[config.mk]
export PLATFORM = sky130hd
export DESIGN_NAME = beis_error_status
export DESIGN_NICKNAME = d
export VERILOG_FILES = /design/src/design/beis_pkg.sv /design/src/design/beis_flag_bank.sv /design/src/design/beis_error_status.sv
export SDC_FILE = /design/constraint.sdc
export NUM_CORES = 1
export LEC_CHECK = 0
export BUFFER_PORTS_ARGS = -buffer_cell sky130_fd_sc_hd__buf_2
export CORE_MARGIN = 2
export CORE_UTILIZATION = 50
export DETAILED_ROUTE_END_ITERATION = 6
export GPL_TIMING_DRIVEN = 0
export PLACE_DENSITY = 0.77
export SETUP_SLACK_MARGIN = 0.05
export SLEW_MARGIN = 25
export SYNTH_ARGS = -nofsm -noshare
export SYNTH_HDL_FRONTEND = slang
export SYNTH_SLANG_ARGS = --single-unit
[constraint.sdc]
create_clock -name ref_clk_in -period 9.99 [get_ports ref_clk_in]
set_clock_uncertainty 0.2 [all_clocks]
set_input_delay 2.4975 -clock ref_clk_in [delete_from_list [all_inputs] [get_ports ref_clk_in]]
set_output_delay 2.4975 -clock ref_clk_in [all_outputs]
set_load 0.01 [all_outputs]
[src/design/beis_pkg.sv]
// Package of constants for the bridge error interrupt status block.
package beis_pkg;

   // ==========================================================
   // Register map
   localparam logic [11:0] BEIS_ERR_STATUS_OFF = 12'h414;
   localparam logic [11:0] BEIS_ERR_MASK_OFF = 12'h420;
   localparam logic [11:0] BEIS_NORM_STATUS_OFF = 12'h410;
   localparam logic [31:0] BEIS_RESET_VAL = 32'h00000000;

   // ==========================================================
   // Field positions in the error status register
   localparam int BEIS_NORM_ACTIVE_BIT = 31;
   localparam int BEIS_PB_RETRY_FIRST_BIT = 27;
   localparam int BEIS_PB_RETRY_SECOND_BIT = 26;
   localparam int BEIS_PB_RETRY_LOCAL_BIT = 25;
   localparam int BEIS_PB_ERR_FIRST_BIT = 23;
   localparam int BEIS_PB_ERR_SECOND_BIT = 22;
   localparam int BEIS_PB_ERR_LOCAL_BIT = 21;
   localparam int BEIS_PB_APAR_BIT = 20;
   localparam int BEIS_PB_DPAR_FIRST_BIT = 19;
   localparam int BEIS_PB_DPAR_SECOND_BIT = 18;
   localparam int BEIS_PB_DPAR_LOCAL_BIT = 17;
   localparam int BEIS_SECOND_PCI_LSB = 8;
   localparam int BEIS_FIRST_PCI_LSB = 0;

   // Writable flag positions with both PCI ports present.
   localparam logic [31:0] BEIS_FLAG_MASK_DUAL = 32'h0EFEFEFE;
   // Flags that belong to the second PCI port.
   localparam logic [31:0] BEIS_SECOND_PCI_MASK = 32'h0444FE88;
   // Normal status register is software visible except bit 30.
   localparam logic [31:0] BEIS_NORM_FLAG_MASK = 32'hBFFFFFFF;

endpackage : beis_pkg

[src/design/beis_flag_bank.sv]
// Sticky write-one-to-clear flag bank with set-over-clear priority.
`timescale 1ns/10ps
`default_nettype none
module beis_flag_bank
   import beis_pkg::*;
#(
   parameter int WIDTH = 32
) (
   input wire logic ref_clk_in,
   input wire logic sys_rst_in,
   input wire logic [WIDTH-1:0] valid_in,
   input wire logic [WIDTH-1:0] set_in,
   input wire logic [WIDTH-1:0] clear_in,
   output logic [WIDTH-1:0] flags_out
);

   // ==========================================================
   // Elaboration check
   if (WIDTH < 1) begin : g_width_check
      $error("beis_flag_bank width must be positive");
   end

   logic [WIDTH-1:0] flags_ff;
   logic [WIDTH-1:0] nxt_flags;

   // ==========================================================
   // Flag update
   always_comb begin
      // A new event outweighs a clear in the same cycle.
      nxt_flags = ((flags_ff & ~clear_in) | set_in) & valid_in;
   end

   always_ff @(posedge ref_clk_in or posedge sys_rst_in) begin
      if (sys_rst_in) begin
         flags_ff <= '0;
      end else begin
         flags_ff <= nxt_flags;
      end
   end

   assign flags_out = flags_ff;

endmodule : beis_flag_bank
`default_nettype wire

[src/design/beis_error_status.sv]
// Error interrupt status register with normal status companion, mask and APB slave.
// ==========================================================
// Summary of operation
// - Error flags sit by byte: retry flags and summary on top, bus errors and parity next, then PCI-2, then PCI-1, bit 0 of each byte zero.
// - A read-only summary bit in the top byte shows whether any normal status bit is set.
// - Processor-bus max-retry flags are set separately for PCI-1 and PCI-2 as the other side.
// - A separate processor-bus max-retry flag covers processor-bus to processor-bus DMA.
// - Processor-bus transfer error flags are kept per PCI-1, PCI-2 and local DMA.
// - One processor-bus address parity flag is sticky until written with one and cleared by reset.
// - Processor-bus data parity flags are kept separately for PCI-1 and PCI-2 as the other side.
// - A separate processor-bus data parity flag covers processor-bus local DMA.
// - PCI-2 error flags are kept for PCI-1 and processor-bus cycles, and software reads the PCI-2 status for the cause.
// - A distinct PCI-2 error flag covers PCI-2 to PCI-2 DMA.
// - One PCI-2 address parity flag is sticky until written with one and cleared by reset.
// - PCI-2 master excessive-retry flags are kept per PCI-1, processor bus and local DMA origin.
// - In the single-PCI variant every flag of the second PCI port is reserved.
// - PCI-1 error flags sit in the lowest byte, and software reads the PCI-1 status for the cause.
// - PCI-1 master excessive-retry flags are kept per starting side of the cycle.
//
// Register access over APB is this design's own decision.
`timescale 1ns/10ps
`default_nettype none
module beis_error_status
   import beis_pkg::*;
#(
   parameter bit SINGLE_PCI = 1'b0
) (
   input wire logic ref_clk_in,
   input wire logic sys_rst_in,
   input wire logic psel_in,
   input wire logic penable_in,
   input wire logic pwrite_in,
   input wire logic [11:0] paddr_in,
   input wire logic [31:0] pwdata_in,
   input wire logic [3:0] pstrb_in,
   output logic [31:0] prdata_out,
   output logic pready_out,
   output logic pslverr_out,
   input wire logic [31:0] normal_event_in,
   input wire logic [2:0] procbus_maxretry_in,
   input wire logic [2:0] procbus_xfer_error_in,
   input wire logic procbus_addr_parity_error_in,
   input wire logic [2:0] procbus_data_parity_in,
   input wire logic [2:0] second_pci_error_in,
   input wire logic second_pci_addr_parity_error_in,
   input wire logic [2:0] second_pci_retry_in,
   input wire logic [2:0] first_pci_error_in,
   input wire logic first_pci_addr_parity_error_in,
   input wire logic [2:0] first_pci_retry_in,
   output logic irq_out
);

   // ==========================================================
   // Event assembly
   logic [31:0] err_valid;
   logic [31:0] err_set;
   logic [31:0] err_clear;
   logic [31:0] err_flags;
   logic [31:0] norm_set;
   logic [31:0] norm_clear;
   logic [31:0] norm_flags;
   logic normal_status_any_active;

   // Two-PCI parts use every flag; single-PCI parts drop the second port.
   assign err_valid = SINGLE_PCI ? (BEIS_FLAG_MASK_DUAL & ~BEIS_SECOND_PCI_MASK) : BEIS_FLAG_MASK_DUAL;

   always_comb begin
      err_set = '0;
      // Each vector is ordered first PCI, second PCI, local DMA.
      err_set[BEIS_PB_RETRY_FIRST_BIT] = procbus_maxretry_in[0];
      err_set[BEIS_PB_RETRY_SECOND_BIT] = procbus_maxretry_in[1];
      err_set[BEIS_PB_RETRY_LOCAL_BIT] = procbus_maxretry_in[2];
      err_set[BEIS_PB_ERR_FIRST_BIT] = procbus_xfer_error_in[0];
      err_set[BEIS_PB_ERR_SECOND_BIT] = procbus_xfer_error_in[1];
      err_set[BEIS_PB_ERR_LOCAL_BIT] = procbus_xfer_error_in[2];
      err_set[BEIS_PB_APAR_BIT] = procbus_addr_parity_error_in;
      err_set[BEIS_PB_DPAR_FIRST_BIT] = procbus_data_parity_in[0];
      err_set[BEIS_PB_DPAR_SECOND_BIT] = procbus_data_parity_in[1];
      err_set[BEIS_PB_DPAR_LOCAL_BIT] = procbus_data_parity_in[2];
      // Byte order: to-other-PCI, to-procbus, local DMA, address parity, then retries.
      err_set[BEIS_SECOND_PCI_LSB+7 -: 3] = second_pci_error_in;
      err_set[BEIS_SECOND_PCI_LSB+4] = second_pci_addr_parity_error_in;
      err_set[BEIS_SECOND_PCI_LSB+3 -: 3] = second_pci_retry_in;
      err_set[BEIS_FIRST_PCI_LSB+7 -: 3] = first_pci_error_in;
      err_set[BEIS_FIRST_PCI_LSB+4] = first_pci_addr_parity_error_in;
      err_set[BEIS_FIRST_PCI_LSB+3 -: 3] = first_pci_retry_in;
   end

   // ==========================================================
   // APB access decode
   logic apb_write;
   logic apb_read;
   logic addr_err;
   logic addr_mask;
   logic addr_norm;
   logic [31:0] wr_bytes;

   assign addr_err = (paddr_in == BEIS_ERR_STATUS_OFF);
   assign addr_mask = (paddr_in == BEIS_ERR_MASK_OFF);
   assign addr_norm = (paddr_in == BEIS_NORM_STATUS_OFF);
   assign apb_write = psel_in & penable_in & pwrite_in;
   assign apb_read = psel_in & penable_in & ~pwrite_in;
   assign wr_bytes = pwdata_in & {{8{pstrb_in[3]}}, {8{pstrb_in[2]}}, {8{pstrb_in[1]}}, {8{pstrb_in[0]}}};

   // Zeros written leave flags untouched.
   assign err_clear = (apb_write & addr_err) ? wr_bytes : 32'h00000000;
   assign norm_clear = (apb_write & addr_norm) ? wr_bytes : 32'h00000000;
   assign norm_set = normal_event_in & BEIS_NORM_FLAG_MASK;

   beis_flag_bank #(
      .WIDTH(32)
   ) u_err_flags (
      .ref_clk_in(ref_clk_in),
      .sys_rst_in(sys_rst_in),
      .valid_in(err_valid),
      .set_in(err_set),
      .clear_in(err_clear),
      .flags_out(err_flags)
   );

   beis_flag_bank #(
      .WIDTH(32)
   ) u_norm_flags (
      .ref_clk_in(ref_clk_in),
      .sys_rst_in(sys_rst_in),
      .valid_in(BEIS_NORM_FLAG_MASK),
      .set_in(norm_set),
      .clear_in(norm_clear),
      .flags_out(norm_flags)
   );

   // The summary follows the normal flags directly, so it clears with the last of them.
   assign normal_status_any_active = |norm_flags;

   // ==========================================================
   // Mask register and interrupt output
   logic [31:0] mask_ff;
   logic [31:0] nxt_mask;
   logic irq_ff;
   logic nxt_irq;
   logic [31:0] err_view;

   always_comb begin
      err_view = err_flags;
      err_view[BEIS_NORM_ACTIVE_BIT] = normal_status_any_active;
   end

   always_comb begin
      nxt_mask = mask_ff;
      if (apb_write & addr_mask) begin
         // Only real flag positions hold a mask bit.
         nxt_mask = ((mask_ff & ~{{8{pstrb_in[3]}}, {8{pstrb_in[2]}}, {8{pstrb_in[1]}}, {8{pstrb_in[0]}}})
                     | wr_bytes) & err_valid;
      end
      // Registered so the pin never glitches on set and clear in one cycle.
      nxt_irq = |(err_flags & mask_ff);
   end

   always_ff @(posedge ref_clk_in or posedge sys_rst_in) begin
      if (sys_rst_in) begin
         mask_ff <= BEIS_RESET_VAL;
         irq_ff <= 1'b0;
      end else begin
         mask_ff <= nxt_mask;
         irq_ff <= nxt_irq;
      end
   end

   assign irq_out = irq_ff;

   // ==========================================================
   // Read data
   logic [31:0] rdata_ff;
   logic [31:0] nxt_rdata;

   always_comb begin
      nxt_rdata = rdata_ff;
      if (psel_in & ~penable_in & ~pwrite_in) begin
         if (paddr_in == BEIS_ERR_STATUS_OFF) begin
            nxt_rdata = err_view;
         end else if (paddr_in == BEIS_ERR_MASK_OFF) begin
            nxt_rdata = mask_ff;
         end else if (paddr_in == BEIS_NORM_STATUS_OFF) begin
            nxt_rdata = norm_flags;
         end else begin
            nxt_rdata = 32'h00000000;
         end
      end
   end

   always_ff @(posedge ref_clk_in or posedge sys_rst_in) begin
      if (sys_rst_in) begin
         rdata_ff <= 32'h00000000;
      end else begin
         rdata_ff <= nxt_rdata;
      end
   end

   assign prdata_out = rdata_ff;
   assign pready_out = 1'b1;
   // Unmapped addresses answer with an error and change nothing.
   assign pslverr_out = (apb_write | apb_read) & ~(addr_err | addr_mask | addr_norm);

endmodule : beis_error_status
`default_nettype wire

==> run_results.csv, run 1 <==
group,metric,value,unit
status,status,"finished, final reports clean",
clock_network,clk_pin_slew_worst_paths,0.09,ns
worst_setup_path,cp.required,7.29,ns
routing,drtIter0Drc,422,
floorplan,die_y,107,µm
sta,min_period,6.81,ns
sta,slew_headroom,0.479,
global_route,grt_max_degree,75,
global_route,antenna_found_initial,0,
power_and_ir_drop,powerDensity,136,mW/mm²
routing,antenna_left,0,
worst_setup_path,critPathMostFrequentCell,"buf_2",
yosys,ys_ff_latch,111,
worst_setup_path,crit_arrival,4.11,ns
floorplan,rows,37,
placement,place.gp.congestion,0.908,
routing,wl_per_cell,19.7,µm
sta,maxSlewViolCount,0,
worst_setup_path,max_stage_delay,0.48,ns
clock_network,cts_root_buffer,"clkbuf_8",
sta,rsz0062_at_grt,"false",
clock_network,cts_setup_buffers,0,
placement,place_area,0.00623,mm²
worst_setup_path,worst-path-max-fanout,10,
finish,final.fill_count,857,
finish,drive_above_1_share,0.335,
finish,finish.instance_area,0.00645,mm²
sta,fmax,147,MHz
routing,routed_wirelength,15800,µm
sta,layout_setup_ws,3.18,ns
worst_setup_path,slowest_stage,"nor4_4",
yosys,ys_types,34,
yosys,synth.cell_area,0.00534,mm²
finish,finalNetCount,769,
power_and_ir_drop,peakVddDrop,81.3,µV
yosys,synth.yosys.seq_area_share,0.521,
global_route,grt_first_pass_wirelength,24800,µm
routing,drtPass1Iterations,5,
placement,port-buffer-count,139,
clock_network,cts_hold_buf,0,
yosys,synth_area_leaders,"dfrtp_1, a21o_1, nand3_1, a211oi_2, mux2_2",
global_route,overflow,0,
finish,layout_common_cells,"buf_2, dfrtp_1, nand3_1",
clock_network,clock-sinks,111,
clock_network,post_cts_resized,0,
sta,finalHoldViolations,0,
worst_setup_path,path_delay_family,"simple AND/OR/NAND/NOR gates",
worst_setup_path,crit_chain,"buf_2 -> nor4_4 -> clkbuf_1 -> o21a_1 -> o21ai_0 -> and3_1 -> buf_2",
yosys,synth_top_area_cell,"dfrtp_1",
clock_network,clk_latency,0.39,ns
power_and_ir_drop,leakage,2.75,nW
job,drv_cap,0,
floorplan,start_util,0.517,
yosys,synth_edf_count,0,
worst_setup_path,worstSetupPathType,"in2out",
yosys,synth_warnings,0,
worst_hold_path,hold_path_class,"reg2reg",
yosys,dominantRegCellSynth,"dfrtp_1",
finish,area_growth,20.9,%
sta,fin_crit_sh,0.682,
yosys,synth_top_area_share,0.521,
placement,dp_worst_setup_slack,3.22,ns
sta,setup_violations,0,
routing,drc,0,
floorplan,pin_count,144,
sta,finalSetupTns,0,ns
routing,via_per_inst,6.00,
sta,tightestPinTransition,0.780,ns
routing,num_vias,4805,
clock_network,numCtsBuffers,9,
placement,place_hpwl,11800,µm
clock_network,cts_tree,"yes",
worst_setup_path,worstSetupStartpointType,"input pin",
yosys,syn_nets,618,
global_route,grt_usage,0.282,
floorplan,chipWidth,107,µm
finish,layout_commonest_cell,"buf_2",
yosys,synthCells,509,
clock_network,cts_buffer_depth,2,
floorplan,core-area,0.0103,mm²
yosys,avgSynthCellArea,10.5,µm²
worst_setup_path,critPathBufInv,3,
finish,antenna_cells,0,
floorplan,design.die.area,0.0115,mm²
clock_network,h-tree-depth,3,
yosys,synthArstFlopShare,1.00,
worst_setup_path,end_kind,"output pin",
global_route,grt_pass1_vias,4698,
## synthesized netlist by cell type (6+ instances only)
library cell,instances
nand4_1,6
nand2_1,13
a21o_1,55
nor2_1,25
a22oi_1,10
clkbuf_1,25
buf_2,8
nand3_1,63
a21oi_1,24
buf_4,6
dfrtp_1,111
a211oi_2,22
o21ai_0,23
and3_1,32
nor3_1,26
mux2_2,24
nor4_1,7
## worst reg2reg max path, delay by kind of cell (launching register included)
family / cells / cell delay [ns]
AO/OA/AOI/OAI: 1 / 0.25
flip-flops: 1 / 0.48
AND/OR/NAND/NOR: 3 / 0.83
## layout make-up
class / count / area, µm² / area share
clock inverter: 7 / 95.1 / 0.0147
timing repair buffer: 140 / 723 / 0.112
inverter: 1 / 8.76 / 0.00136
buffer: 42 / 213 / 0.0330
tap: 136 / 170 / 0.0264
sequential: 111 / 2780 / 0.430
multi-input combinational: 355 / 2340 / 0.363
clock buffer: 9 / 124 / 0.0192
## per-layer routing
metal,vias up,global-route usage,routed length [µm]
met3,32,0.0418,1130
met4,0,0.102,424
met2,235,0.449,7610
li1,2181,-,-
met1,2357,0.396,6610
met5,-,0,0
## cells by family (layout without fill, tap and decap cells)
kind of cell / count (synthesis) / count (layout) / share of synthesized area
DFF: 111 / 111 / 0.521
AOI/OAI and AO/OA: 142 / 142 / 0.198
and+or+nand+nor: 187 / 187 / 0.189
other: 2 / 2 / 0.00141
muxes: 24 / 24 / 0.0507
buffers and inverters: 43 / 199 / 0.0406
## power by group
part / internal [mW] / switching, mW
clock: 0.142 / 0.157
combinational: 0.0460 / 0.0587
sequential: 0.464 / 0.0107
total: 0.652 / 0.226
## worst paths after layout
path / end / startpoint / cells after the start / slack [ns]
min in group asynchronous: prdata_out[8] / sys_rst_in / 2 / 1.89
max in group asynchronous: asynchronous set/reset pin / sys_rst_in / 3 / 7.03
hold / removal: prdata_out[29] / prdata_out[29] / 2 / 0.28
setup / recovery: pslverr_out / paddr_in[1] / 7 / 3.18
setup reg to reg: prdata_out[31] / u_norm_flags.flags_out[16] / 4 / 8.12
hold reg to reg: prdata_out[29] / prdata_out[29] / 2 / 0.28
## stage by stage
stage	total power [mW]	util	hold WS (ns)	instances
6_report	0.878	0.625	0.275	801
5_1_grt	0.912	0.625	0.312	801
4_1_cts	0.882	0.625	0.281	801
3_5_place_dp	0.588	0.604	0.258	785
3_3_place_gp	0.584	0.601	0.249	784
2_1_floorplan	0.531	-	0.271	509
Power figures use the tool's default switching activity.
==> run 2, diff against run 1 <==
- CORE_UTILIZATION: 50 -> 48
- clock period: 9.99 -> 5.6 ns (I/O delays scaled with it)
==> run_results.csv, run 2 (synthesized netlist as in run 1, its figures left out) <==
group,metric,value,unit
routing,drtPass1Iterations,7,
global_route,antenna_found_initial,0,
clock_network,cts_buffer_depth,2,
sta,setup_violations,0,
finish,finalNetCount,769,
global_route,grt_first_pass_wirelength,24600,µm
global_route,grt_pass1_vias,4678,
clock_network,cts_tree,"yes",
finish,area_growth,20.8,%
clock_network,cts_setup_buffers,0,
worst_setup_path,worstSetupPathType,"in2out",
placement,place.gp.congestion,0.918,
floorplan,start_util,0.492,
sta,rsz0062_at_grt,"false",
clock_network,numCtsBuffers,9,
sta,fmax,218,MHz
clock_network,clk_pin_slew_worst_paths,0.09,ns
worst_setup_path,worstSetupStartpointType,"input pin",
routing,via_per_inst,6.01,
worst_setup_path,end_kind,"output pin",
global_route,grt_max_degree,61,
sta,slew_headroom,0.519,
routing,drtIter0Drc,498,
finish,layout_common_cells,"buf_2, dfrtp_1, nand3_1",
routing,routed_wirelength,15800,µm
global_route,overflow,0,
worst_hold_path,hold_path_class,"reg2reg",
clock_network,clock-sinks,111,
sta,min_period,4.59,ns
power_and_ir_drop,leakage,2.75,nW
sta,maxSlewViolCount,0,
routing,drc,0,
floorplan,chipWidth,109,µm
finish,layout_commonest_cell,"buf_2",
floorplan,pin_count,144,
worst_setup_path,cp.required,4.00,ns
clock_network,clk_latency,0.38,ns
power_and_ir_drop,peakVddDrop,116,µV
routing,num_vias,4837,
sta,tightestPinTransition,0.720,ns
floorplan,die_y,109,µm
floorplan,core-area,0.0108,mm²
status,status,"finished, final reports clean",
routing,antenna_left,0,
finish,final_cells,805,
global_route,grt_usage,0.272,
sta,layout_setup_ws,1.01,ns
placement,port-buffer-count,139,
job,drv_cap,0,
placement,dp_worst_setup_slack,1.03,ns
worst_setup_path,worst-path-max-fanout,10,
clock_network,cts_root_buffer,"clkbuf_8",
sta,fin_crit_sh,0.819,
clock_network,h-tree-depth,3,
sta,finalHoldViolations,0,
clock_network,cts_hold_buf,0,
finish,finish.instance_area,0.00645,mm²
clock_network,post_cts_resized,0,
floorplan,design.die.area,0.0120,mm²
worst_setup_path,crit_arrival,2.99,ns
routing,wl_per_cell,19.7,µm
power_and_ir_drop,powerDensity,239,mW/mm²
placement,dp.cells,789,
finish,drive_above_1_share,0.334,
placement,place_hpwl,11800,µm
placement,place_area,0.00624,mm²
finish,postLayoutCoreUtil,0.595,
power_and_ir_drop,finalPower,1.54,mW
finish,antenna_cells,0,
floorplan,rows,38,
[run 2: cell types whose count changed in the layout (fill, tap and decap cells not counted), sizes merged]
cell,delta
clkbuf,+4
bufinv,-1
clkinv,-1
clkinvlp,-1
inv,-1
[run 2: stage by stage]
step	hold slack [ns]	TNS (ns)
after floorplan	0.271	0
after global placement	0.254	-11.41
after detailed placement	0.268	0
after CTS	0.290	0
after global routing	0.312	0
final	0.283	0
[run 2: worst paths after layout]
check / from / end / slack [ns] / depth (start not counted)
max in group asynchronous: sys_rst_in / u_norm_flags.flags_out[6] / 3.69 / 3
hold / removal: prdata_out[0] / prdata_out[0] / 0.28 / 2
hold reg to reg: prdata_out[0] / prdata_out[0] / 0.28 / 2
setup reg to reg: u_norm_flags.flags_out[16] / prdata_out[31] / 3.69 / 4
setup / recovery: paddr_in[1] / pslverr_out / 1.01 / 7
min in group asynchronous: sys_rst_in / asynchronous set/reset pin / 0.85 / 2
[run 2: power breakdown]
group          leakage, nW  internal, mW  switching [mW]
Combinational         1.43        0.0821           0.106
Clock                0.109         0.243           0.263
Sequential            1.21         0.828          0.0179
Total                 2.75          1.15           0.387
[run 2: cell type report]
cell class / instances / area (µm²)
flip-flops and latches: 111 / 2780
inverters: 1 / 8.76
clock buffers: 13 / 169
repair buffers: 140 / 723
well taps: 140 / 175
plain buffers: 42 / 213
fillers: 927 / 4390
multi-input cells: 355 / 2340
clock inverters: 3 / 40.0
[run 2: routing by layer]
| metal | track usage | share of wire | vias up |
|---|---|---|---|
| met3 | 0.0439 | 0.090 | 27 |
| met1 | 0.376 | 0.42 | 2377 |
| met5 | 0 | 0 | - |
| li1 | - | - | 2175 |
| met2 | 0.430 | 0.47 | 258 |
| met4 | 0.107 | 0.021 | 0 |
[run 2: worst max-delay path, cell delays in order]
cell and delay (ns):
buf_2 0.12, nor4_4 0.50, clkbuf_1 0.36, o21a_1 0.18, o21ai_0 0.10, and3_1 0.20
buf_2 0.13
==> run 3, diff against run 2 <==
- ABC_AREA: unset -> 1
- PLACE_DENSITY: 0.77 -> 0.76
- clock period: 5.6 -> 3.7 ns (I/O delays scaled with it)
==> run_results.csv, run 3 <==
group,metric,value,unit
worst_setup_path,crit_arrival,2.31,ns
clock_network,cts_buffer_depth,2,
routing,via_per_inst,5.28,
placement,place_hpwl,12000,µm
sta,setup_violations,0,
floorplan,chipWidth,112,µm
routing,routed_wirelength,16200,µm
global_route,grt_max_degree,33,
worst_setup_path,worst-path-max-fanout,10,
job,drv_cap,0,
yosys,avgSynthCellArea,7.67,µm²
sta,slew_headroom,0.492,
clock_network,clk_latency,0.36,ns
yosys,synth.cell_area,0.00557,mm²
global_route,grt_first_pass_wirelength,26200,µm
sta,rsz0062_at_grt,"false",
worst_setup_path,critPathMostFrequentCell,"nand2_1",
floorplan,core-area,0.0114,mm²
clock_network,cts_tree,"yes",
finish,area_growth,22.4,%
yosys,synthCells,726,
clock_network,numCtsBuffers,9,
yosys,synth.yosys.seq_area_share,0.499,
floorplan,design.die.area,0.0125,mm²
floorplan,rows,39,
placement,port-buffer-count,136,
routing,wl_per_cell,15.8,µm
floorplan,start_util,0.490,
yosys,synth_warnings,0,
power_and_ir_drop,powerDensity,346,mW/mm²
routing,num_vias,5406,
yosys,dominantRegCellSynth,"dfrtp_1",
clock_network,clk_pin_slew_worst_paths,0.06,ns
clock_network,cts_setup_buffers,0,
yosys,synth_edf_count,0,
routing,drtIter0Drc,388,
yosys,ys_types,29,
finish,antenna_cells,0,
yosys,synth_most_common_cell,"nand2_1",
finish,multiInputGateArea,0.00233,mm²
yosys,syn_nets,835,
status,status,"finished, final reports clean",
finish,drive_above_1_share,0.229,
floorplan,pin_count,144,
worst_setup_path,max_stage_delay,0.20,ns
sta,maxSlewViolCount,0,
yosys,ys_ff_latch,111,
finish,layout_common_cells,"nand2_1, buf_2, dfrtp_1",
routing,drtPass1Iterations,5,
finish,layout_commonest_cell,"nand2_1",
worst_setup_path,worstSetupPathType,"in2out",
yosys,synthArstFlopShare,1.00,
global_route,grt_usage,0.271,
global_route,overflow,0,
worst_setup_path,cp.required,2.57,ns
sta,finalSetupTns,0,ns
placement,place.gp.congestion,0.858,
finish,final.fill_count,1048,
yosys,synth_area_leaders,"dfrtp_1, nand2_1, nand3_1, nor2_1, inv_1",
floorplan,die_y,112,µm
clock_network,cts_hold_buf,0,
yosys,synth_top_area_cell,"dfrtp_1",
power_and_ir_drop,leakage,3.66,nW
global_route,grt_pass1_vias,5185,
global_route,antenna_found_initial,0,
finish,regArea,0.00278,mm²
clock_network,post_cts_resized,0,
clock_network,cts_root_buffer,"clkbuf_16",
routing,antenna_left,0,
sta,finalHoldViolations,0,
sta,tightestPinTransition,0.763,ns
sta,fmax,291,MHz
finish,finalNetCount,986,
worst_setup_path,crit_chain,"buf_2 -> inv_1 -> nand2_1 -> nor2_1 -> inv_2 -> nor2_4 -> nand2_1 -> buf_6 -> buf_6 -> nand2_1 -> nor3_1 -> buf_2",
routing,drc,0,
worst_setup_path,worstSetupStartpointType,"input pin",
finish,postLayoutCoreUtil,0.600,
worst_setup_path,slowest_stage,"nor2_4",
yosys,synth_top_area_share,0.499,
worst_hold_path,hold_path_class,"reg2reg",
sta,fin_crit_sh,0.929,
sta,min_period,3.44,ns
yosys,synthTopCellsByCount,"nand2_1, dfrtp_1, nand3_1",
clock_network,clock-sinks,111,
worst_setup_path,end_kind,"output pin",
clock_network,h-tree-depth,3,
power_and_ir_drop,peakVddDrop,346,µV
run 3: final cells by class:
type / count / share of cell area
flip-flops and latches: 111 / 0.407
multi-input cells: 512 / 0.342
repair buffers: 140 / 0.114
inverters: 68 / 0.0380
clock buffers: 12 / 0.0362
plain buffers: 35 / 0.0296
well taps: 143 / 0.0262
clock inverters: 3 / 0.00642
run 3: path summary, 6_finish.rpt:
| path | startpoint | cells after the start | slack, ns | end |
|---|---|---|---|---|
| worst min-delay path | prdata_out[13] | 2 | 0.28 | prdata_out[13] |
| min in group asynchronous | sys_rst_in | 2 | 0.39 | u_norm_flags.flags_out[20] |
| worst min register to register | prdata_out[13] | 2 | 0.28 | prdata_out[13] |
| max in group asynchronous | sys_rst_in | 4 | 2.24 | prdata_out[6] |
| worst max register to register | u_norm_flags.flags_out[14] | 8 | 2.17 | prdata_out[31] |
| worst max-delay path | paddr_in[6] | 12 | 0.26 | pslverr_out |
run 3: worst max-delay path, delay by kind of cell:
family	cells	cell delay [ns]
simple gates	6	0.65
buf+inv	6	0.72
run 3: kinds of logic (layout without fill, tap and decap cells):
| group | after synthesis | count (layout) | synth area share |
|---|---|---|---|
| AO/OA/AOI/OAI | 69 | 69 | 0.0816 |
| flip-flops | 111 | 111 | 0.499 |
| AND/OR/NAND/NOR | 441 | 441 | 0.336 |
| buffers and inverters | 103 | 258 | 0.0820 |
| other | 2 | 2 | 0.00135 |
run 3: power breakdown:
group | leakage [nW] | internal [mW] | switching (mW) | total, mW
Combinational | 2.25 | 0.0696 | 0.107 | 0.176
Sequential | 1.26 | 1.21 | 0.000325 | 1.21
Clock | 0.143 | 0.541 | 0.431 | 0.972
Total | 3.66 | 1.82 | 0.538 | 2.36
run 3: layer usage:
| layer | global-route usage | up-vias | wire length [µm] |
|---|---|---|---|
| li1 | - | 2601 | - |
| met1 | 0.359 | 2544 | 6750 |
| met2 | 0.440 | 231 | 7820 |
| met4 | 0.0988 | 0 | 407 |
| met5 | 0 | - | 0 |
| met3 | 0.0593 | 30 | 1250 |
run 3: through the flow:
| step | area (µm²) | hold slack [ns] | setup WS (ns) | instances | total power [mW] |
|---|---|---|---|---|---|
| floorplan | 5570 | 0.264 | 0.742 | 726 | 1.31 |
| global placement | 6430 | 0.259 | 0.270 | 1005 | 1.40 |
| detailed placement | 6530 | 0.262 | 0.281 | 1009 | 1.41 |
| CTS | 6820 | 0.280 | 0.276 | 1024 | 2.37 |
| global route | 6820 | 0.292 | 0.0727 | 1024 | 2.44 |
| finish | 6820 | 0.276 | 0.263 | 1024 | 2.36 |
